## config.mk

```make
export PLATFORM = sky130hd
export DESIGN_NAME = sar_adc_control_unit
export DESIGN_NICKNAME = d
export VERILOG_FILES = /design/src/sar_adc_control_unit.v /design/src/sar_step_divider.v
export VERILOG_INCLUDE_DIRS = /design/src /design/src/src
export SDC_FILE = /design/constraint.sdc
export NUM_CORES = 1
export LEC_CHECK = 0
export BUFFER_PORTS_ARGS = -buffer_cell sky130_fd_sc_hd__clkbuf_2
export CAP_MARGIN = 15
export CORE_UTILIZATION = 53
export CTS_BUF_LIST = sky130_fd_sc_hd__clkbuf_16
export CTS_CLUSTER_DIAMETER = 40
export DETAILED_ROUTE_END_ITERATION = 16
export PLACE_DENSITY = 0.86
export SLEW_MARGIN = 30
export SYNTH_ARGS = -nofsm -noshare
export SYNTH_HDL_FRONTEND = slang
export SYNTH_HIERARCHICAL = 1
export SYNTH_SLANG_ARGS = --single-unit
```

## constraint.sdc

```tcl
create_clock -name clk -period 6.7 [get_ports clk]
set_input_delay 0.335 -clock clk [delete_from_list [all_inputs] [get_ports clk]]
set_output_delay 0.335 -clock clk [all_outputs]
set_load 0.01 [all_outputs]
```

## src/sar_adc_regs.vh

```
// register offsets, field positions, reset values and timing counts of the converter control
// assumes an 8-bit register port with byte addresses equal to the special register addresses
`ifndef SAR_ADC_REGS_VH
`define SAR_ADC_REGS_VH
`define ADDR_CONVERTER_CONTROL   8'hc0
`define ADDR_RESULT_LOW_CLKSEL   8'hc1
`define ADDR_RESULT_HIGH         8'hc2
`define ADDR_ANALOG_PIN_SWITCH   8'hc6
`define ADDR_IRQ_STATUS          8'hc8
`define ADDR_IRQ_MASK            8'hc9
`define BIT_ENABLE               7
`define BIT_FIXED_ONE            6
`define BIT_EXT_START_EN         5
`define BIT_DONE                 4
`define BIT_START                3
`define POS_CHANNEL              0
`define POS_CLKDIV               6
`define CONTROL_RESET            8'h00
`define CLKDIV_RESET             2'h0
`define PIN_SWITCH_RESET         8'h00
`define IRQ_MASK_RESET           1'b0
`define CONV_MACHINE_CYCLES      50
`define CLOCKS_PER_MACHINE_CYCLE 4
`endif

```

## src/sar_adc_control_unit.v

```verilog
// control logic of a 10-bit successive-approximation converter
// assumes a comparator and ladder front end on the far side, one clock and a plain register port
`timescale 1ns/100ps
`include "sar_adc_regs.vh"
module sar_adc_control_unit #(
  parameter CONV_CYCLES = `CONV_MACHINE_CYCLES,
  parameter MC_DIV      = `CLOCKS_PER_MACHINE_CYCLE
) (
  input  wire       clk,
  input  wire       sys_rst,
  input  wire [7:0] reg_addr,
  input  wire [7:0] reg_wdata,
  input  wire       reg_wr,
  input  wire       reg_rd,
  output reg  [7:0] reg_rdata,
  input  wire       external_trigger_pin,
  input  wire       power_down,
  input  wire       cmp_out,
  output reg  [2:0] channel_select,
  output reg  [7:0] analog_pin_switch,
  output reg  [9:0] dac_code,
  output reg        sample_en,
  output wire       irq
);
  reg        converter_enable_r;
  reg        external_start_enable_r;
  reg        conversion_done_flag_r;
  reg        conversion_start_bit_r;
  reg [1:0]  converter_clock_divider_r;
  reg [9:0]  result_r;
  reg        irq_status_r;
  reg        irq_mask_r;
  reg        trig_s1_r;
  reg        trig_s2_r;
  reg        trig_seen_low_r;
  reg        trig_pend_r;
  reg [5:0]  mc_count_r;
  reg [3:0]  bit_idx_r;
  reg [9:0]  sar_r;
  reg        sar_busy_r;
  wire       mc_tick;
  wire       adc_tick;
  wire       wr_ctrl = reg_wr && (reg_addr == `ADDR_CONVERTER_CONTROL);
  wire       sw_start = wr_ctrl && reg_wdata[`BIT_START];
  // a control write may enable and start in one go, so the written enable counts at once
  wire       enable_now = wr_ctrl ? reg_wdata[`BIT_ENABLE] : converter_enable_r;
  // idle means not running and done flag clear
  wire       can_start = enable_now && !conversion_start_bit_r &&
                         !conversion_done_flag_r && !power_down;
  wire       hw_start = trig_pend_r && mc_tick && external_start_enable_r;
  wire       start_now = can_start && (sw_start || hw_start);
  wire       finish = conversion_start_bit_r && mc_tick &&
                      (mc_count_r == CONV_CYCLES - 1);
  wire [9:0] final_code = sar_r;

  sar_step_divider #(
    .MC_DIV (MC_DIV)
  ) u_div (
    .clk      (clk),
    .sys_rst  (sys_rst),
    .div_sel  (converter_clock_divider_r),
    .mc_tick  (mc_tick),
    .adc_tick (adc_tick)
  );

  // trigger pin synchroniser, then level sampled only on machine-cycle boundaries
  always @(posedge clk) begin
    if (sys_rst) begin
      trig_s1_r       <= 1'b0;
      trig_s2_r       <= 1'b0;
      trig_seen_low_r <= 1'b0;
      trig_pend_r     <= 1'b0;
    end else begin
      trig_s1_r <= external_trigger_pin;
      trig_s2_r <= trig_s1_r;
      if (mc_tick) begin
        trig_seen_low_r <= !trig_s2_r;
        // a low machine cycle followed by a high one counts as the edge
        trig_pend_r     <= trig_seen_low_r && trig_s2_r && external_start_enable_r;
      end
    end
  end

  // conversion sequencing; a software start lands at once, a trigger start on a machine-cycle boundary
  always @(posedge clk) begin
    if (sys_rst) begin
      conversion_start_bit_r <= 1'b0;
      conversion_done_flag_r <= 1'b0;
      mc_count_r             <= 6'h00;
      result_r               <= 10'h000;
    end else begin
      if (power_down || !enable_now) begin
        conversion_start_bit_r <= 1'b0;
        mc_count_r             <= 6'h00;
      end else if (start_now) begin
        conversion_start_bit_r <= 1'b1;
        mc_count_r             <= 6'h00;
      end else if (finish) begin
        conversion_start_bit_r <= 1'b0;
        result_r               <= final_code;
      end else if (conversion_start_bit_r && mc_tick) begin
        mc_count_r <= mc_count_r + 6'h01;
      end
      // writing zero to start does not stop a conversion
      if (finish && !power_down && enable_now)
        conversion_done_flag_r <= 1'b1;
      else if (wr_ctrl && !reg_wdata[`BIT_DONE])
        conversion_done_flag_r <= 1'b0;
    end
  end

  // successive approximation on converter-clock ticks, msb first
  always @(posedge clk) begin
    if (sys_rst) begin
      sar_r      <= 10'h000;
      bit_idx_r  <= 4'h9;
      sar_busy_r <= 1'b0;
      dac_code   <= 10'h000;
      sample_en  <= 1'b0;
    end else if (!conversion_start_bit_r) begin
      sar_busy_r <= 1'b0;
      bit_idx_r  <= 4'h9;
      sample_en  <= 1'b0;
      if (start_now) begin
        sar_r      <= 10'h200;
        dac_code   <= 10'h200;
        sar_busy_r <= 1'b1;
        sample_en  <= 1'b1;
      end
    end else if (sample_en) begin
      // first compare waits one cycle so the front end holds its sample first
      sample_en <= 1'b0;
    end else if (adc_tick && sar_busy_r) begin
      // every divider setting finishes all ten bits before the machine-cycle count ends
      sar_r[bit_idx_r] <= cmp_out;
      if (bit_idx_r == 4'h0) begin
        sar_busy_r <= 1'b0;
        dac_code   <= {sar_r[9:1], cmp_out};
      end else begin
        sar_r[bit_idx_r - 4'h1] <= 1'b1;
        dac_code <= (sar_r & ~(10'h001 << bit_idx_r)) |
                    ({9'h000, cmp_out} << bit_idx_r) |
                    (10'h001 << (bit_idx_r - 4'h1));
        bit_idx_r <= bit_idx_r - 4'h1;
      end
    end
  end

  // software-owned configuration
  always @(posedge clk) begin
    if (sys_rst) begin
      converter_enable_r        <= 1'b0;
      external_start_enable_r   <= 1'b0;
      channel_select            <= 3'h0;
      converter_clock_divider_r <= `CLKDIV_RESET;
      analog_pin_switch         <= `PIN_SWITCH_RESET;
      irq_mask_r                <= `IRQ_MASK_RESET;
    end else if (reg_wr) begin
      case (reg_addr)
        `ADDR_CONVERTER_CONTROL: begin
          converter_enable_r      <= reg_wdata[`BIT_ENABLE];
          external_start_enable_r <= reg_wdata[`BIT_EXT_START_EN];
          if (!conversion_start_bit_r)
            channel_select <= reg_wdata[`POS_CHANNEL +: 3];
        end
        `ADDR_RESULT_LOW_CLKSEL:
          converter_clock_divider_r <= reg_wdata[`POS_CLKDIV +: 2];
        `ADDR_ANALOG_PIN_SWITCH:
          analog_pin_switch <= reg_wdata;
        `ADDR_IRQ_MASK:
          irq_mask_r <= reg_wdata[0];
        default: ;
      endcase
    end
  end

  // sticky completion event, cleared by writing one; a new event wins
  always @(posedge clk) begin
    if (sys_rst)
      irq_status_r <= 1'b0;
    else if (finish && !power_down && enable_now)
      irq_status_r <= 1'b1;
    else if (reg_wr && reg_addr == `ADDR_IRQ_STATUS && reg_wdata[0])
      irq_status_r <= 1'b0;
  end

  assign irq = irq_status_r && irq_mask_r;

  // read port; unmapped addresses read zero
  always @(posedge clk) begin
    if (sys_rst)
      reg_rdata <= 8'h00;
    else if (reg_rd) begin
      case (reg_addr)
        `ADDR_CONVERTER_CONTROL:
          reg_rdata <= {converter_enable_r, 1'b1, external_start_enable_r,
                        conversion_done_flag_r, conversion_start_bit_r, channel_select};
        `ADDR_RESULT_LOW_CLKSEL:
          reg_rdata <= {converter_clock_divider_r, 4'h0, result_r[1:0]};
        `ADDR_RESULT_HIGH:
          reg_rdata <= result_r[9:2];
        `ADDR_ANALOG_PIN_SWITCH:
          reg_rdata <= analog_pin_switch;
        `ADDR_IRQ_STATUS:
          reg_rdata <= {7'h00, irq_status_r};
        `ADDR_IRQ_MASK:
          reg_rdata <= {7'h00, irq_mask_r};
        default:
          reg_rdata <= 8'h00;
      endcase
    end else
      reg_rdata <= 8'h00;
  end
endmodule

```

## src/sar_step_divider.v

```verilog
// divider making one-cycle enable pulses for machine cycles and converter clock
// assumes a single clk domain and a synchronous active-high reset
`timescale 1ns/100ps
module sar_step_divider #(
  parameter MC_DIV = 4
) (
  input  wire       clk,
  input  wire       sys_rst,
  input  wire [1:0] div_sel,
  output reg        mc_tick,
  output reg        adc_tick
);
  reg [7:0] cnt_r;
  wire [7:0] adc_mask = (div_sel == 2'h1) ? 8'h07 :
                        (div_sel == 2'h2) ? 8'h0f : 8'h03;
  always @(posedge clk) begin
    if (sys_rst) begin
      cnt_r    <= 8'h00;
      mc_tick  <= 1'b0;
      adc_tick <= 1'b0;
    end else begin
      cnt_r    <= cnt_r + 8'h01;
      mc_tick  <= ((cnt_r % MC_DIV) == (MC_DIV - 1)); // reserved code 11 falls back to /4
      adc_tick <= ((cnt_r & adc_mask) == adc_mask);
    end
  end
endmodule

```

Word level (Yosys, flattened, before mapping)
Index checks and enable logic that the tools add are counted.

Output and inout port bits: 31. Register bits: 83. Input port bits: 23. Word-level logic and storage cells: 139.

Mux-type cells: 29. Bitwise logic cells: 13. Order comparisons: 4. Reductions and logical operators: 49. Equal/unequal tests: 14. Add/sub/neg operators: 3. Shift-type cells: 3.

Operators by type and width (number): $mux 10 (9); $eq 8x8->1 const B (6); $pmux 8 s6 (1); $or 10x10->10 (3); $logic_and 1x1->1 (21); $shl 1x4->10 const A (2); $reduce_and 3->1 (5); $mux 1 (14); $and 10x10->10 (1); $bwmux 10 (1); $lt 4x5->1 const B (2); $not 10->10 (1); $reduce_and 2->1 (5); $shl 1x4->10 (1); $add 8x1->8 const B (1); $and 8x8->8 (1); $demux 1 s4 (2); $eq 8x8->1 (1); $ge 4x1->1 const B (2); $mux 8 (1); $reduce_bool 2->1 (4); $reduce_or 2->1 (4); $not 1->1 (7); $add 6x1->6 const B (1); 11 further kinds (19).

Depth between registers and ports, before layout
Depth in word-level cells: 10. Mapped depth: 10. Mapped depth without buffers: 7.

Hierarchy
Netlist, hierarchy kept.

Modules (own cells, without submodules): sar_adc_control_unit (cells an instance 470, times used 1, seq. area each 1461.4 um^2, area an instance 4042.6 um^2); sar_step_divider (cells an instance 20, times used 1, seq. area each 120.1 um^2, area an instance 227.7 um^2).

Worst setup path before layout
Ideal clock, no wire load.

Kind: register to register. Start point: register bit_idx_r[0]. End point: register sar_r[2] (netlist: final_code[2]). Clock period less this slack: 2.358 ns. Arrival time: 2.287 ns. Path slack: 4.342 ns. Data required time: 6.629 ns. Setup time: 0.071 ns. Buffers on the path: 2. Cell stages (with the launch flop): 10. Path through: dfxtp_1 > clkbuf_1 > inv_1 > ha_1 > clkbuf_1 > or3b_2 > o32a_1 > o22ai_1 > o211ai_1 > a21oi_1.

Cells in the longest elaborated chain, start to end: 10. Elaborated cells between the ends (all ways): 18. Those cells by class: 1 x add/sub; 4 x order compare; 9 x mux; 1 x bitwise; 3 x reduce/logical.

Ends and longest elaborated chain: start: declaration (RTL line sar_adc_control_unit.v:38) `reg [3:0] bit_idx_r;`; start signal: assignment (RTL line sar_adc_control_unit.v:144) `bit_idx_r <= bit_idx_r - 4'h1;`; $sub 4x1->4 (tied with other cells) (RTL line sar_adc_control_unit.v:140) `sar_r[bit_idx_r - 4'h1] <= 1'b1;`; $lt 4x5->1 (implied by the code) (tied with other cells) (RTL line sar_adc_control_unit.v:140); $logic_and 1x1->1 (implied by the code) / $mux 1 (equally long branches) (RTL line sar_adc_control_unit.v:140, sar_adc_control_unit.v:135); $mux 1 (implied by the code) / $demux 1 s4 (equally long branches) (RTL line sar_adc_control_unit.v:140, sar_adc_control_unit.v:135); $demux 1 s4 / $bwmux 10 (equally long branches) (RTL line sar_adc_control_unit.v:140, sar_adc_control_unit.v:135); $or 10x10->10 (no source line); $mux 10 (*) (RTL line sar_adc_control_unit.v:136) `if (bit_idx_r == 4'h0) begin`; $mux 10 (*) (RTL line sar_adc_control_unit.v:133) `end else if (adc_tick && sar_busy_r) begin`; $mux 10 (*) (RTL line sar_adc_control_unit.v:130) `end else if (sample_en) begin`; $mux 10 (*) (RTL line sar_adc_control_unit.v:120) `end else if (!conversion_start_bit_r) begin`; end signal: indexed assignment (RTL line sar_adc_control_unit.v:135) `sar_r[bit_idx_r] <= cmp_out;`; end: declaration (RTL line sar_adc_control_unit.v:39) `reg [9:0] sar_r;`.

Mark *: on every way between the ends. The rest lies on a longest branch, timed or not. The select of a mux whose other input is x is not followed. A chain may end at the register's enable or synchronous reset.

Worst setup path after layout
Start point: register conversion_start_bit_r. End point: register sar_r[8] (netlist: final_code[8]).

Cells in the longest elaborated chain, start to end: 7. Elaborated cells between the ends (all ways): 10. Those cells by class: 2 x eq/ne; 1 x mux; 7 x reduce/logical.

Ends and longest elaborated chain: start: declaration (RTL line sar_adc_control_unit.v:28) `reg conversion_start_bit_r;`; start signal: assignment (RTL line sar_adc_control_unit.v:87) `conversion_start_bit_r <= 1'b0;`; start signal: assignment (RTL line sar_adc_control_unit.v:93) `conversion_start_bit_r <= 1'b0;`; start signal: assignment (RTL line sar_adc_control_unit.v:96) `conversion_start_bit_r <= 1'b1;`; $logic_not 1->1; $logic_and 1x1->1 (2 in a row) (RTL line sar_adc_control_unit.v:48) `wire can_start = enable_now && !conversion_start_bit_r &&`; $logic_and 1x1->1 (RTL line sar_adc_control_unit.v:49) `!conversion_done_flag_r && !power_down;`; $logic_and 1x1->1 (RTL line sar_adc_control_unit.v:51) `wire start_now = can_start && (sw_start || hw_start);`; $reduce_bool 2->1 (no source line); $reduce_and 3->1 (no source line).

Several ways; a longest one is shown, not always the timed one.

==> flow_summary.toml <==
[sta]
grt_setup_unrepaired = "false"
hold_violations = 0
max_freq_mhz = 365
post-route-min-period_ns = 2.74
timing.setup.tns_ns = 0
fin_skew_ns = 0.00691
tightest_slew_ns = 0.963
fin_crit_sh = 0.409
setup_viol = 0
slew_violations = 0
setup_slack_ns = 3.96
relSlewSlack = 0.357

[logic_synthesis]
ys_async_sr_fraction = 0
synthDistinctLibCells = 75
ys.flop_type = "dfxtp_1"
ys_seq_elements = 79
syn_avg_cell_area_um2 = 8.71
synth_edf_count = 0
syn_area_um2 = 4270
yosysSeqAreaShare = 0.370
syn_nets = 524
synthCells = 490
ys_warn_count = 6

[final_layout]
drive_gt1_frac = 0.193
antennaDiodeCount = 0
area_delta_synth_final_pct = 13.4
final_cell_area_um2 = 4840
nets = 562
fin_cells = 635

[setup_path]
path_cells = "buf_4 > inv_1 > nor2_1 > nor2_1 > nand2_1 > a2111oi_2"
reg2reg_slack_ns = 3.96
endpoint_kind = "flip-flop"
worstSetupPathDepth = 6
critPathRequiredTime_ns = 6.93
critPathKind = "flip-flop to flip-flop"
crit_fanout = 17
cp-start-kind = "flip-flop"
crit_family = "simple AND/OR/NAND/NOR gates"
worstPathArrival_ns = 2.97
cp_common_cell = "nor2_1"
r2r_start = "conversion_start_bit_r"
max_stage_delay_ns = 0.69
critPathSlowestCell = "nor2_1"
r2r-end = "final_code[8]"
ff2ff_path_depth = 6
crit_buf_inv = 2

[clocking]
clkTransAtPathRegs_ns = 0.06
cts_buffer_depth = 2
post_cts_buffers = 0
clock_sinks = 79
cts_buffers = 9
cts_resized = 0
cts_root_buffer = "clkbuf_16"
clk_latency_ns = 0.34
cts_tree = "built"
ctsHoldBuffers = 0
htree_num_levels = 3

[drt]
dr_total_vias = 4091
drc = 0
antenna_left = 0
wl_um = 11800
drtPass1Iterations = 5
wire_per_inst_um = 18.7
drt_iter0_markers = 537
viasPerCell = 6.44

[flow_run]
cap_violations = 0

[placement]
port_buffers = 53
place_area_um2 = 4520
place_inst = 617
dp_hpwl_um = 8260
post-place-ws_ns = 3.73
routabilityCongestion = 0.996

[power]
vdd_drop_max_v = 0.000144
p_leak_nw = 1.76
p_sw_mw = 0.245
p_clk_frac = 0.505
pwr-share-seq = 0.462
power.total_mw = 1.03
combPwrFrac = 0.033
switching_share = 0.239
power_density_nw_per_um2 = 212
internal-power_mw = 0.783

[floorplan]
die_area_um2 = 8420
start_util = 0.550
die-width_um = 91.8
die_h_um = 91.8
rows = 32
core_um2 = 7770
num_io_pins = 54

[worst_hold_path]
holdPathStages = 2
min_path_type = "primary input to flip-flop"
min_from = "external_trigger_pin"
min_to = "trig_s1_r"

[global_routing]
grt_pass1_wl_um = 18900
overflow = 0
grt_antenna_before_repair = 0
grt_max_degree = 59
grt_usage = 0.287
grt_pass1_vias = 3821

[outcome]
outcome = "finished clean"
[synth_stat cells (8+ instances only)]
master    instances  share of area
dfxtp_1          79           0.37
clkbuf_1         16          0.014
mux2i_1          30          0.070
nor2_1           74          0.065
inv_1            17          0.015
ha_1             11          0.032
nand3_1          18          0.021
a22oi_1           8          0.014
o21ai_0          15          0.018
a31oi_1           8          0.012
nor3_1            8         0.0094
nand2_1          24          0.021
nor2b_1          10          0.015
a21oi_1          28          0.033
[flip-flops by register name (all words and copies together), names as in the netlist, 2 cells and up]
signal and count:
reg_rdata 8, bit_idx_r 4, analog_pin_switch 8, final_code 10
dac_code 10, mc_count_r 6, channel_select 3, result_r 10
u_div/cnt_r 4, converter_clock_divider_r 2
[metal layers]
metal | part of all wire | wire length, um | vias up | GRT usage
met5 | 0 | 0 | - | 0
met4 | 0.044 | 524 | 0 | 0.133
met3 | 0.077 | 911 | 55 | 0.0605
met2 | 0.46 | 5420 | 206 | 0.462
met1 | 0.42 | 4990 | 1960 | 0.367
li1 | - | - | 1870 | -
[cells in the final DEF, fill, tap and decap left out, types with 6 or more instances in the layout]
cell	instances
dfxtp_1	79
nor2_1	74
clkbuf_2	53
mux2i_1	30
a21oi_1	28
nand2_1	24
nand3_1	18
inv_1	17
o21ai_0	15
ha_1	11
nor2b_1	10
clkbuf_16	9
a31oi_1	8
nor3_1	8
a22oi_1	8
nand4_1	7
o211ai_1	7
a211oi_1	7
mux2_2	6
[stage by stage]
stage | hold WS, ns | util
floorplan | 0.402 | -
global placement | 0.427 | 0.582
detailed placement | 0.451 | 0.582
CTS | 0.211 | 0.622
global route | 0.239 | 0.624
finish | 0.211 | 0.624
[worst max path at each step]
stage,slack [ns],end,from
2_1_floorplan,4.34,final_code[2],bit_idx_r[0]
3_3_place_gp,3.87,final_code[8],reg_addr[2]
3_5_place_dp,3.73,final_code[8],reg_addr[2]
4_1_cts,4.06,final_code[8],conversion_start_bit_r
5_1_grt,3.80,final_code[8],conversion_start_bit_r
6_report,3.96,final_code[8],conversion_start_bit_r
[power groups by stage]
stage	sequential [mW]	clock, mW	combinational (mW)
2_1_floorplan	0.485	0	0.0204
3_3_place_gp	0.485	0	0.0327
3_5_place_dp	0.485	0	0.0338
4_1_cts	0.475	0.519	0.0339
5_1_grt	0.475	0.540	0.0369
6_report	0.475	0.519	0.0343
[cell type report]
type	instances	area [um^2]
multi-input combinational	363	2460
timing repair buffer	58	303
inverter	17	63.8
clock inverter	7	86.3
sequential	79	1580
clock buffer	9	225
tap	102	128
fill	669	2920
[logic make-up after synthesis]
group,share of synthesized area
DFF,0.370
muxes,0.0949
xor gates and xnor gates,0.0144
AOI/OAI and AO/OA,0.200
adders and majority gates,0.0322
buffers and inverters,0.0545
and+or+nand+nor,0.234
[worst register-to-register path, cell delays in order, from the launching register on]
cell and delay [ns]:
dfxtp_1 0.44, buf_4 0.28, inv_1 0.19, nor2_1 0.14, nor2_1 0.69, nand2_1 0.49, a2111oi_2 0.41
Note: power is estimated with default switching activity, not from simulation.
